### src/core/ofrf_pkg.sv
package ofrf_pkg;

  // ------------------------------------------------------------------
  // Configuration word layout
  // ------------------------------------------------------------------
  localparam int OFRF_CFG_W = 38;
  localparam int OFRF_REQ_LSB = 0;
  localparam int OFRF_REQ_MSB = 15;
  localparam int OFRF_SUP_LSB = 16;
  localparam int OFRF_SUP_MSB = 29;
  localparam int OFRF_SNP_LSB = 30;
  localparam int OFRF_SNP_MSB = 37;
  localparam int OFRF_ATTR_LSB = 17;
  localparam int OFRF_ATTR_W = 21;

  // Request-type bits
  localparam int OFRF_BIT_DEMAND_LOAD_SELECT = 0;
  localparam int OFRF_BIT_DEMAND_OWNERSHIP_READ_SELECT = 1;
  localparam int OFRF_BIT_DEMAND_INSTRUCTION_READ_SELECT = 2;
  localparam int OFRF_BIT_MISC_REQUEST_SELECT = 15;
  // Supplier bits
  localparam int OFRF_BIT_ANY_RESPONSE = 16;
  localparam int OFRF_BIT_SUPPLIER_UNKNOWN = 17;
  localparam int OFRF_BIT_LLC_HIT_MODIFIED = 18;
  localparam int OFRF_BIT_LLC_HIT_EXCLUSIVE = 19;
  localparam int OFRF_BIT_LLC_HIT_SHARED = 20;
  localparam int OFRF_BIT_FOURTH_LEVEL_CACHE_HIT = 22;
  localparam int OFRF_BIT_LOCAL_DRAM = 26;
  // Snoop bits
  localparam int OFRF_BIT_SUPER_LINE_HIT = 30;
  localparam int OFRF_BIT_SNOOP_NO_DETAIL = 31;
  localparam int OFRF_BIT_SNOOP_NOT_NEEDED = 32;
  localparam int OFRF_BIT_SNOOP_MISS = 33;
  localparam int OFRF_BIT_SNOOP_HIT_WITHOUT_FORWARD = 34;
  localparam int OFRF_BIT_SNOOP_HIT_FORWARDED = 35;
  localparam int OFRF_BIT_SNOOP_HIT_MODIFIED_LINE = 36;
  localparam int OFRF_BIT_SNOOP_NON_DRAM = 37;

  // Writable bits; reserved bits 3-14, 21, 23-25, 27-29 stay zero
  localparam logic [OFRF_CFG_W-1:0] OFRF_CFG_WMASK = 38'h3F_C45F_8007;
  // Bits that only mean something with a fourth-level cache
  localparam logic [OFRF_CFG_W-1:0] OFRF_CFG_L4_MASK = 38'h00_4040_0000;
  localparam logic [OFRF_CFG_W-1:0] OFRF_CFG_RESET = 38'h00_0000_0000;

  // ------------------------------------------------------------------
  // Register map (byte addresses)
  // ------------------------------------------------------------------
  localparam logic [11:0] OFRF_CFG_BASE = 12'h000;
  localparam int OFRF_CFG_STRIDE_LOG2 = 3;
  localparam logic [11:0] OFRF_CTRL_OFS = 12'h080;
  localparam logic [11:0] OFRF_STAT_OFS = 12'h100;
  localparam logic [11:0] OFRF_TXN_CNT_OFS = 12'h104;
  localparam logic [11:0] OFRF_LAST_REQ_OFS = 12'h108;
  localparam logic [11:0] OFRF_LAST_ATTR_OFS = 12'h10C;
  localparam logic [11:0] OFRF_HIT_CNT_BASE = 12'h180;

  localparam int OFRF_CTRL_ENABLE_BIT = 0;
  localparam int OFRF_CTRL_CLEAR_BIT = 1;
  localparam logic OFRF_CTRL_ENABLE_RESET = 1'b1;
  localparam logic [31:0] OFRF_WORD_RESET = 32'h0000_0000;

  // ------------------------------------------------------------------
  // Completed off-core transaction
  // ------------------------------------------------------------------
  typedef struct packed {
    logic valid;
    logic [OFRF_ATTR_W-1:0] attr;
    logic [15:0] req;
  } ofrf_txn_t;

  typedef struct packed {
    logic req_hit;
    logic attr_hit;
    logic hit;
  } ofrf_match_t;

endpackage

### src/core/ofrf_top.sv
// Functional notes
// RULE_01: Each event has its own programmed filter register.
// RULE_02: Bits 15:0 select request types.
// RULE_03: Bits 29:16 select supplier attributes.
// RULE_04: Bits 37:30 select snoop outcomes.
// RULE_05: Bit 0 selects demand data loads.
// RULE_06: Bit 1 selects demand ownership reads.
// RULE_07: Bit 2 selects instruction reads and prefetches.
// RULE_08: Bit 15 misc; bits 14:3 reserved.
// RULE_09: Bit 16 matches any response.
// RULE_10: Bit 17 matches unknown supplier.
// RULE_11: Bits 18-20 match last-level M/E/S hits.
// RULE_12: Bit 22 matches fourth-level cache hits.
// RULE_13: Bit 30 matches super line hits.
// RULE_14: Bit 31 matches responses without snoop detail.
// RULE_15: Bit 32 matches requests needing no snoop.
// RULE_16: Bit 33 matches snoops missing every cache.
// RULE_17: Bit 34 matches snoop hits without forwarding.
// RULE_18: Bit 35 matches clean remote forwards.
// RULE_19: Bit 36 matches snoops hitting modified lines.
// RULE_20: Bit 37 matches non-DRAM system addresses.
// RULE_21: Count needs request and attribute match.
// RULE_22: Software writes zero to reserved bits.
//
// Our own choices: register access over APB and the placing of the registers.
`timescale 1ns/1ps

module ofrf_top #(
  parameter int NUM_EVENTS = 4,
  parameter bit L4_PRESENT = 1'b1,
  parameter int AW = 12
) (
  input wire logic clk,
  input wire logic nrst,
  input wire logic psel,
  input wire logic penable,
  input wire logic pwrite,
  input wire logic [AW-1:0] paddr,
  input wire logic [31:0] pwdata,
  input wire logic [3:0] pstrb,
  output logic [31:0] prdata,
  output logic pready,
  output logic pslverr,
  input wire ofrf_pkg::ofrf_txn_t txn,
  output logic [NUM_EVENTS-1:0] count_pulse
);
  import ofrf_pkg::*;

  localparam int IW = (NUM_EVENTS > 1) ? $clog2(NUM_EVENTS) : 1;
  localparam int CW = AW - OFRF_CFG_STRIDE_LOG2;
  localparam logic [OFRF_CFG_W-1:0] WMASK =
    L4_PRESENT ? OFRF_CFG_WMASK : (OFRF_CFG_WMASK & ~OFRF_CFG_L4_MASK);

  // ------------------------------------------------------------------
  // Functions
  // ------------------------------------------------------------------
  function automatic logic [31:0] merge_bytes(input logic [31:0] old_w,
                                              input logic [31:0] new_w,
                                              input logic [3:0] strb);
    logic [31:0] res;
    res = old_w;
    for (int b = 0; b < 4; b++) begin
      if (strb[b]) begin
        res[b*8 +: 8] = new_w[b*8 +: 8];
      end
    end
    return res;
  endfunction

  function automatic logic [31:0] sat_inc(input logic [31:0] v);
    return (v == 32'hFFFF_FFFF) ? v : v + 32'h0000_0001;
  endfunction

  // ------------------------------------------------------------------
  // Address decode
  // ------------------------------------------------------------------
  wire logic [CW-1:0] cfg_idx;
  wire logic [IW-1:0] cfg_sel;
  wire logic [AW-1:0] hit_cnt_rel;
  wire logic [IW-1:0] hit_sel;
  wire logic aligned;
  wire logic is_cfg;
  wire logic is_ctrl;
  wire logic is_stat;
  wire logic is_txn_cnt;
  wire logic is_last_req;
  wire logic is_last_attr;
  wire logic is_hit_cnt;
  wire logic mapped;
  wire logic setup;
  wire logic acc_fire;
  wire logic wr_fire;

  assign cfg_idx = paddr[AW-1:OFRF_CFG_STRIDE_LOG2];
  assign cfg_sel = cfg_idx[IW-1:0];
  assign hit_cnt_rel = paddr - AW'(OFRF_HIT_CNT_BASE);
  assign hit_sel = hit_cnt_rel[IW+1:2];
  assign aligned = (paddr[1:0] == 2'h0);
  assign is_cfg = aligned && (paddr >= AW'(OFRF_CFG_BASE)) && (cfg_idx < CW'(NUM_EVENTS));
  assign is_ctrl = (paddr == AW'(OFRF_CTRL_OFS));
  assign is_stat = (paddr == AW'(OFRF_STAT_OFS));
  assign is_txn_cnt = (paddr == AW'(OFRF_TXN_CNT_OFS));
  assign is_last_req = (paddr == AW'(OFRF_LAST_REQ_OFS));
  assign is_last_attr = (paddr == AW'(OFRF_LAST_ATTR_OFS));
  assign is_hit_cnt = aligned && (paddr >= AW'(OFRF_HIT_CNT_BASE)) &&
                      (hit_cnt_rel[AW-1:2] < (AW-2)'(NUM_EVENTS));
  assign mapped = is_cfg | is_ctrl | is_stat | is_txn_cnt | is_last_req |
                  is_last_attr | is_hit_cnt;

  // Setup cycle prepares the answer; the access phase then completes in one cycle
  assign setup = psel & ~penable;
  assign acc_fire = psel & penable & pready;
  // Unmapped writes are dropped and flagged with pslverr
  assign wr_fire = acc_fire & pwrite & mapped;

  // ------------------------------------------------------------------
  // Control register
  // ------------------------------------------------------------------
  logic enable_q;
  logic enable_d;
  logic clear_q;
  logic clear_d;
  wire logic [31:0] ctrl_word;
  wire logic [31:0] ctrl_merged;

  assign ctrl_word = {30'h0, 1'b0, enable_q};
  assign ctrl_merged = merge_bytes(ctrl_word, pwdata, pstrb);
  assign enable_d = (wr_fire && is_ctrl) ? ctrl_merged[OFRF_CTRL_ENABLE_BIT] : enable_q;
  // Clear request is a self-clearing one-cycle strobe
  assign clear_d = wr_fire && is_ctrl && ctrl_merged[OFRF_CTRL_CLEAR_BIT];

  always_ff @(posedge clk or negedge nrst) begin
    if (!nrst) begin
      enable_q <= OFRF_CTRL_ENABLE_RESET;
      clear_q <= 1'b0;
    end else begin
      enable_q <= enable_d;
      clear_q <= clear_d;
    end
  end

  // ------------------------------------------------------------------
  // Per-event filter registers and matchers
  // ------------------------------------------------------------------
  logic [OFRF_CFG_W-1:0] cfg_q [NUM_EVENTS];
  logic [31:0] hit_cnt_q [NUM_EVENTS];
  wire ofrf_match_t match [NUM_EVENTS];
  wire logic [NUM_EVENTS-1:0] hit_vec;

  for (genvar i = 0; i < NUM_EVENTS; i++) begin : g_evt
    wire logic sel;
    wire logic [31:0] lo_merged;
    wire logic [31:0] hi_merged;
    wire logic [OFRF_CFG_W-1:0] cfg_wr;
    wire logic [OFRF_CFG_W-1:0] cfg_d;
    wire logic [31:0] hit_cnt_d;

    assign sel = wr_fire && is_cfg && (cfg_idx == CW'(i));
    assign lo_merged = merge_bytes(cfg_q[i][31:0], pwdata, pstrb);
    assign hi_merged = merge_bytes({26'h0, cfg_q[i][37:32]}, pwdata, pstrb);
    // Low word holds bits 31:0, high word bits 37:32; reserved bits are forced to zero
    assign cfg_wr = paddr[2] ? {hi_merged[5:0], cfg_q[i][31:0]} : {cfg_q[i][37:32], lo_merged};
    assign cfg_d = sel ? (cfg_wr & WMASK) : cfg_q[i]; // [RULE_01] [RULE_08] [RULE_22]

    always_ff @(posedge clk or negedge nrst) begin
      if (!nrst) begin
        cfg_q[i] <= OFRF_CFG_RESET;
      end else begin
        cfg_q[i] <= cfg_d;
      end
    end

    // Each event is judged against its own register only
    ofrf_match u_match (
      .cfg(cfg_q[i]),
      .txn(txn),
      .result(match[i])
    ); // [RULE_01]

    assign hit_vec[i] = match[i].hit & enable_q; // [RULE_21]
    // A hit in the clear cycle still counts: counter restarts at one
    assign hit_cnt_d = clear_q ? {31'h0, hit_vec[i]} :
                       (hit_vec[i] ? sat_inc(hit_cnt_q[i]) : hit_cnt_q[i]);

    always_ff @(posedge clk or negedge nrst) begin
      if (!nrst) begin
        hit_cnt_q[i] <= OFRF_WORD_RESET;
      end else begin
        hit_cnt_q[i] <= hit_cnt_d;
      end
    end
  end

  // ------------------------------------------------------------------
  // Event outputs and observed-transaction state
  // ------------------------------------------------------------------
  logic [NUM_EVENTS-1:0] last_hit_q;
  logic [31:0] txn_cnt_q;
  logic [15:0] last_req_q;
  logic [OFRF_ATTR_W-1:0] last_attr_q;
  wire logic txn_seen;
  wire logic [31:0] txn_cnt_d;

  assign txn_seen = txn.valid & enable_q;
  assign txn_cnt_d = clear_q ? {31'h0, txn_seen} :
                     (txn_seen ? sat_inc(txn_cnt_q) : txn_cnt_q);

  always_ff @(posedge clk or negedge nrst) begin
    if (!nrst) begin
      count_pulse <= '0;
      last_hit_q <= '0;
      txn_cnt_q <= OFRF_WORD_RESET;
      last_req_q <= 16'h0000;
      last_attr_q <= '0;
    end else begin
      count_pulse <= hit_vec; // [RULE_21]
      txn_cnt_q <= txn_cnt_d;
      if (txn_seen) begin
        last_hit_q <= hit_vec;
        last_req_q <= txn.req;
        last_attr_q <= txn.attr;
      end
    end
  end

  // ------------------------------------------------------------------
  // Read path
  // ------------------------------------------------------------------
  wire logic [OFRF_CFG_W-1:0] rd_cfg;
  wire logic [31:0] rd_cfg_word;
  wire logic [31:0] rd_word;

  assign rd_cfg = cfg_q[cfg_sel];
  assign rd_cfg_word = paddr[2] ? {26'h0, rd_cfg[37:32]} : rd_cfg[31:0];
  assign rd_word =
    is_cfg ? rd_cfg_word :
    is_ctrl ? ctrl_word :
    is_stat ? 32'(last_hit_q) :
    is_txn_cnt ? txn_cnt_q :
    is_last_req ? {16'h0000, last_req_q} :
    is_last_attr ? {11'h000, last_attr_q} :
    is_hit_cnt ? hit_cnt_q[hit_sel] :
    32'h0000_0000;

  // ------------------------------------------------------------------
  // APB response flops
  // ------------------------------------------------------------------
  always_ff @(posedge clk or negedge nrst) begin
    if (!nrst) begin
      pready <= 1'b0;
      pslverr <= 1'b0;
      prdata <= OFRF_WORD_RESET;
    end else begin
      pready <= setup;
      pslverr <= setup & ~mapped;
      prdata <= (setup && !pwrite && mapped) ? rd_word : 32'h0000_0000;
    end
  end

endmodule

### src/core/ofrf_match.sv
`timescale 1ns/1ps

module ofrf_match (
  input wire logic [ofrf_pkg::OFRF_CFG_W-1:0] cfg,
  input wire ofrf_pkg::ofrf_txn_t txn,
  output ofrf_pkg::ofrf_match_t result
);
  import ofrf_pkg::*;

  // ------------------------------------------------------------------
  // Field split
  // ------------------------------------------------------------------
  wire logic [15:0] req_sel;
  wire logic any_sel;
  wire logic [OFRF_ATTR_W-1:0] attr_sel;
  wire logic req_hit;
  wire logic attr_hit;

  assign req_sel = cfg[OFRF_REQ_MSB:OFRF_REQ_LSB]; // [RULE_02]
  assign any_sel = cfg[OFRF_BIT_ANY_RESPONSE];
  assign attr_sel = cfg[OFRF_SNP_MSB:OFRF_ATTR_LSB]; // [RULE_03] [RULE_04]

  // ------------------------------------------------------------------
  // Matching
  // ------------------------------------------------------------------
  // Request class bits: demand load, ownership read, instruction read, misc
  assign req_hit = |(req_sel & txn.req); // [RULE_05] [RULE_06] [RULE_07] [RULE_08]
  // Supplier and snoop attributes; the catch-all bit accepts any response
  assign attr_hit = any_sel | (|(attr_sel & txn.attr)); // [RULE_09] [RULE_10] [RULE_11] [RULE_12] [RULE_13] [RULE_14] [RULE_15] [RULE_16] [RULE_17] [RULE_18] [RULE_19] [RULE_20]

  assign result.req_hit = req_hit;
  assign result.attr_hit = attr_hit;
  assign result.hit = txn.valid & req_hit & attr_hit; // [RULE_21]

endmodule

### config.mk
export PLATFORM = sky130hd
export DESIGN_NAME = ofrf_top
export DESIGN_NICKNAME = d
export VERILOG_FILES = /design/src/core/ofrf_pkg.sv /design/src/core/ofrf_top.sv /design/src/core/ofrf_match.sv
export SDC_FILE = /design/constraint.sdc
export NUM_CORES = 1
export LEC_CHECK = 0
export ABC_AREA = 1
export BUFFER_PORTS_ARGS = -buffer_cell sky130_fd_sc_hd__buf_2
export CAP_MARGIN = 40
export CORE_MARGIN = 2
export CORE_UTILIZATION = 55
export DETAILED_ROUTE_END_ITERATION = 8
export GPL_TIMING_DRIVEN = 0
export PLACE_DENSITY = 0.76
export SKIP_LAST_GASP = 1
export SYNTH_ARGS = -nofsm -noshare
export SYNTH_HDL_FRONTEND = slang
export SYNTH_SLANG_ARGS = --single-unit
### constraint.sdc
create_clock -name clk -period 1.8 [get_ports clk]
set_input_delay 0.09 -clock clk [delete_from_list [all_inputs] [get_ports clk]]
set_output_delay 0.09 -clock clk [all_outputs]
set_load 0.05 [all_outputs]
# Word-level counts from Yosys, hierarchy flattened
# Cells that the tools add are included.
[totals]
ff_bits = 317
wordCells = 192
output_inout_bits = 38
inputBits = 91
[op_classes]
eq_ne = 18
n_reduce_logical = 55
n_bitwise = 42
muxes = 31
order_cmp = 6
add_sub_neg = 6
[ops]
columns = ["cell", "count"]
rows = [
  ["32-bit two-way mux", 26],
  ["32-bit by 1-bit adder with 32-bit output, second input constant", 5],
  ["32-bit equality test, second input constant", 5],
  ["21-bit bitwise AND", 4],
  ["21-bit OR reduction", 4],
  ["38-bit binary-select mux with 2-bit select", 1],
  ["38-bit two-way mux", 2],
  ["16-bit bitwise AND", 4],
  ["32-bit binary-select mux with 2-bit select", 1],
  ["16-bit OR reduction", 4],
  ["3-bit AND reduction", 20],
  ["12-bit by 9-bit equality test with 1-bit output, second input constant", 4],
  ["1-bit bitwise AND", 19],
  ["9-bit by 2-bit equality test with 1-bit output, second input constant", 2],
  ["1-bit logical AND", 13],
  ["12-bit by 8-bit equality test with 1-bit output, second input constant", 1],
  ["12-bit by 1-bit greater-or-equal comparator with 1-bit output, second input constant", 1],
  ["12-bit by 9-bit greater-or-equal comparator with 1-bit output, second input constant", 1],
  ["2-bit AND reduction", 6],
  ["12-bit by 9-bit subtractor with 12-bit output, second input constant", 1],
  ["10-bit by 3-bit less-than comparator with 1-bit output, second input constant", 1],
  ["2-bit inequality test, second input constant", 5],
  ["1-bit OR", 10],
  ["2-bit nonzero test", 5],
  ["other kinds (9)", 13],
]

# Depth between registers and ports, before layout
[logic_depth]
depth_word = 13
depth_mapped = 14

# Modules after synthesis
# A second synthesis with hierarchy kept.
[unflattened]
cells_unflattened = 2925
area_unflattened_um2 = 20110.5
[modules_own_cells]
columns = ["module", "instances", "seq_area_each_um2", "cells_each", "area_per_inst_um2"]
rows = [
  ["ofrf_top", 1, 7933.9, 2597, 18799.3],
  ["ofrf_match", 4, 0.0, 82, 327.8],
]

# Worst setup path after synthesis
# Ideal clock, no wire load.
[synth_timing]
kind = "flip-flop to flip-flop"
startpoint = "reg pready"
endpoint = "reg cfg_q[0] (netlist bit)"
setup_slack_ns = -0.230
path_buffers = 1
synth_period_minus_slack_ns = 2.030
required_time_ns = 1.734
stages_incl_launch_ff = 8
setup_ns = 0.066
arrival_ns = 1.964
cell_sequence = "dfrtp_1 -> nand3_1 -> nor2_2 -> nand3_4 -> nor2_8 -> buf_6 -> nand3_1 -> nand2_1"
[synth_via]
elab_chain_len = 6
[synth_rtl]
columns = ["element", "line", "rtl"]
rows = [
  ["start: declaration", "ofrf_top.sv:42", "output logic pready,"],
  ["start signal: assignment", "ofrf_top.sv:254", "pready <= setup;"],
  ["1-bit bitwise AND", "ofrf_top.sv:112", "assign acc_fire = psel & penable & pready;"],
  ["1-bit bitwise AND (2 in series)", "ofrf_top.sv:114", "assign wr_fire = acc_fire & pwrite & mapped;"],
  ["1-bit logical AND (2 in series)", "ofrf_top.sv:158", "assign sel = wr_fire && is_cfg && (cfg_idx == CW'(i));"],
  ["3-bit AND reduction (no source line)", "-", ""],
  ["end signal: indexed assignment", "ofrf_top.sv:169", "cfg_q[i] <= cfg_d;"],
  ["end: declaration", "ofrf_top.sv:145", "logic [OFRF_CFG_W-1:0] cfg_q [NUM_EVENTS];"],
]
# No other way between the ends.
# A chain may end at the register's enable or synchronous reset.

# Worst setup path in the final report
[layout_timing]
startpoint = "in paddr[3]"
endpoint = "reg prdata[5]"
[layout_via]
elab_chain_len = 13
elab_cells_between_ends = 38
cone_classes = "add/sub (1); order compare (4); eq/ne (5); mux (15); bitwise (8); reduce/logical (5)"
[layout_rtl]
columns = ["element", "line", "rtl"]
rows = [
  ["start: declaration", "ofrf_top.sv:38", "input wire logic [AW-1:0] paddr,"],
  ["parallel branches: the longest is 12 deep, another holds 12-bit by 9-bit subtractor with 12-bit output", "-", ""],
  ["32-bit two-way mux (*)", "ofrf_top.sv:256", "prdata <= (setup && !pwrite && mapped) ? rd_word : 32'h0000_0000;"],
  ["end signal: assignment", "ofrf_top.sv:256", ""],
  ["end: declaration", "ofrf_top.sv:41", "output logic [31:0] prdata,"],
]
# Every way passes the cells marked *. The select of a mux whose other input is x is not followed.

==> results.md <==
* Status: complete, but fails checks
* Failing checks: negative setup slack
* First-pass GRT wire length at approximately 130000 µm
* Fin. max-slew vios at 0
* Pleak at 12.2 nW
* Post-synth net total at ~3000
* Clock Path Buffers at 3
* Mapped Area at between 20000 and 25000 µm²
* Die area at ~38000 µm²
* H-tree depth at 2
* Antenna-violating nets left at 0
* Critical Path RT at around 2.3 ns
* Port Buffers at approximately 110
* Initial antenna violation count at 2
* CP startpoint kind: input port
* Worst reg2reg path endpoint: hit_cnt_q[49]
* Top-area cell type share of the netlist area at 0.395
* Synth warnings at 0
* Max-cap violations at 0
* Total number of vias at ~23000
* Final period utilization at 1.13
* RR Startpoint: hit_cnt_q[61]
* Clock Tree Root: clkbuf_16
* Cell area after layout at roughly 26000 µm²
* DP Area at 21300 µm²
* RSZ-0062 raised after global routing: true
* Io pins at about 130
* Crit path DAT at about 2.5 ns
* Layout cells sized above 1 at 0.226
* CTS buffer count at 37
* Hold path start: pwrite
* R2R setup slack at -0.23 ns
* Largest net degree at the start of global routing at 120
* DR DRC count at 0
* Filler instances at 2865
* Top_reg_cell synth: dfrtp_1
* Worst min path class: in2reg
* Final Skew at approximately 0.030 ns
* Synth Area in Adders at 0.00437
* Detailed Route Iter0 Violations at ~2700
* Detailed Routing Iterations Pass 1 at 6
* M1 GR Usage at 0.532
* Post-synth ARST share at 1.00
* Chip Height at a little under 200 µm
* Starting Density at 0.560
* Post-Synth XOR/XNOR Area at 0.0542
* Most common cell after layout, fill and taps aside: nand2_1
* Final Power at approximately 16 mW
* Mux contribution to synthesized area at 0
* Dpl hpwl at between 60000 and 70000 µm
* Area leader, netlist: dfrtp_1
* Final setup fails at 121
* Clk_lat worst skew at slightly below 0.6 ns
* Netlist cell types at 44
* Die width at 195 µm
* Crit end category: register
* Crit-path max FO at 10
* Largest cells by area after synthesis: dfrtp_1, nand2_1, nand3_1
* Met2 usage at 0.704
* Peak supply drop at between 700 and 800 µV
* Clk sink count at about 320
* Hold EP: prdata[1]
* Compound-Gate Fraction of Synth Area at 0.108
* Power density cells at about 620 nW/µm²
* Post-synth EDFFs at 0
* Placement Setup Slack at -1.05 ns
* Routed len/inst at around 23 µm
* Synth Register Bits at 317
* Vias per cell at 6.26
* Mean Syn Cell Area at 7.03 µm²
* CTS tree: done
* Largest family of logic cells by synthesized area: simple AND/OR/NAND/NOR gates
* Core area at roughly 36000 µm²
* Cell Rows at 69
* Post-Synthesis Cells at roughly 2800
* Grt met3 use at 0.107
* Area grow syn2layout at 28.9%
* Maximum clock frequency at between 0.4 and 0.5 GHz
* Worst Path Class, Setup: in2reg
* GR Util All Layers at 0.442
* Final Critical Period at 2.04 ns
* Commonest non-fill, non-tap cells in the layout: nand2_1, nor2_1, dfrtp_1, nand3_1, inv_1
* FF-to-FF path depth at 11
* Slew HR at 0.410
* GRT overflow at 0
* NumNets Final at between 3000 and 4000
* Share of the yosys chip area belonging to registers at 0.396
* Final hold vios at 0
* Global route hottest layer: met2
* Hold path depth at 4
* Number of global-route vias before repair at ~22000
* Synth Area in Simple Gates at 0.361
* Final wirelength at 86000 µm
* Clock-pin slew on the worst setup and hold paths at ~0.06 ns
* Final GP Congestion at between 0.9 and 1
* Setup ws final at -0.236 ns
* Slew @ Worst Pin at ~0.88 ns
cells in the mapped netlist, types with 9 or more instances:
cell      instances
or2_2             9
inv_1           248
nor3_1           98
o21ai_0          89
nand2_1         851
inv_2            12
o22ai_1          91
dfrtp_1         316
o21bai_1         76
xnor2_1          33
o21ai_1          24
nand3_1         267
xor2_1           91
a21oi_1          33
nor2_1          331
nand4_1          59
nor2_2           14
clkbuf_1         73
o211ai_1          9
buf_2            27
through the flow:
stage	TNS [ns]	cells	hold WS, ns	utilization
floorplan	-1.82	2847	-0.206	-
global placement	-1878.74	3417	0.280	0.594
detailed placement	-166.76	3424	0.130	0.597
CTS	-11.70	3604	0.000947	0.681
global route	-23.64	3663	0.0200	0.722
finish	-14.44	3663	0.0218	0.722
power breakdown:
group / total [mW] / switching (mW) / internal (mW)
Combinational: 1.01 / 0.716 / 0.293
Sequential: 7.13 / 0.00107 / 7.13
Clock: 7.92 / 3.37 / 4.55
registers in the layout, summed over array words and instances, names as in the netlist:
register and count:
cfg_q 76, clear_q 1, count_pulse 4, enable_q 1, hit_cnt_q 128, last_attr_q 21, last_hit_q 4, last_req_q 16
prdata 32, pready 1, pslverr 1, txn_cnt_q 32
final cells by class:
type | count | area, µm² | share of cell area
Multi-Input combinational cell | 2150 | 11800 | 0.457
Timing Repair Buffer | 296 | 2400 | 0.0930
Inverter | 261 | 1010 | 0.0390
Antenna cell | 2 | 5.00 | 0.000194
Clock buffer | 46 | 1030 | 0.0400
Clock inverter | 18 | 223 | 0.00863
Sequential cell | 317 | 8010 | 0.310
Buffer | 112 | 768 | 0.0298
Tap cell | 461 | 577 | 0.0224
routing by layer:
| metal | vias to the layer above | part of all wire |
|---|---|---|
| li1 | 9977 | - |
| met1 | 10812 | 0.35 |
| met2 | 1670 | 0.45 |
| met3 | 476 | 0.11 |
| met4 | 0 | 0.086 |
| met5 | - | 0 |
repair_timing:
action | 4_1_cts | 5_1_grt
cloned | 4 | 10
setup buffers | 56 | 49
endpoints found under the hold margin | 188 | 0
pin swaps | 29 | 44
hold buffers | 62 | 0
setup endpoints to repair | 178 | 249
resized for setup | 225 | 304
critical path, cell delays in order:
cell     delay [ns]
buf_2          0.28
inv_2          0.15
nor2_4         0.23
inv_2          0.18
buf_2          0.27
o22ai_1        0.51
nor2_1         0.23
nand2_1        0.17
nand4_1        0.09
nand2_1        0.16
a21oi_1        0.11
kinds of logic after synthesis:
group	Yosys count
AND/OR/NAND/NOR	1670
buffers and inverters	380
AO/OA/AOI/OAI	349
flip-flops	317
XOR/XNOR	124
adder cells (fa/ha/maj)	7
how the worst max path moves through the flow:
stage	from	endpoint	cells past startpoint
floorplan	hit_cnt_q[32]	hit_cnt_q[55]	12
global placement	nrst	pready	1
detailed placement	enable_q	hit_cnt_q[99]	8
CTS	hit_cnt_q[32]	hit_cnt_q[43]	12
global route	hit_cnt_q[32]	hit_cnt_q[49]	12
finish	paddr[3]	prdata[5]	11
Note: power is estimated with default switching activity, not from simulation.
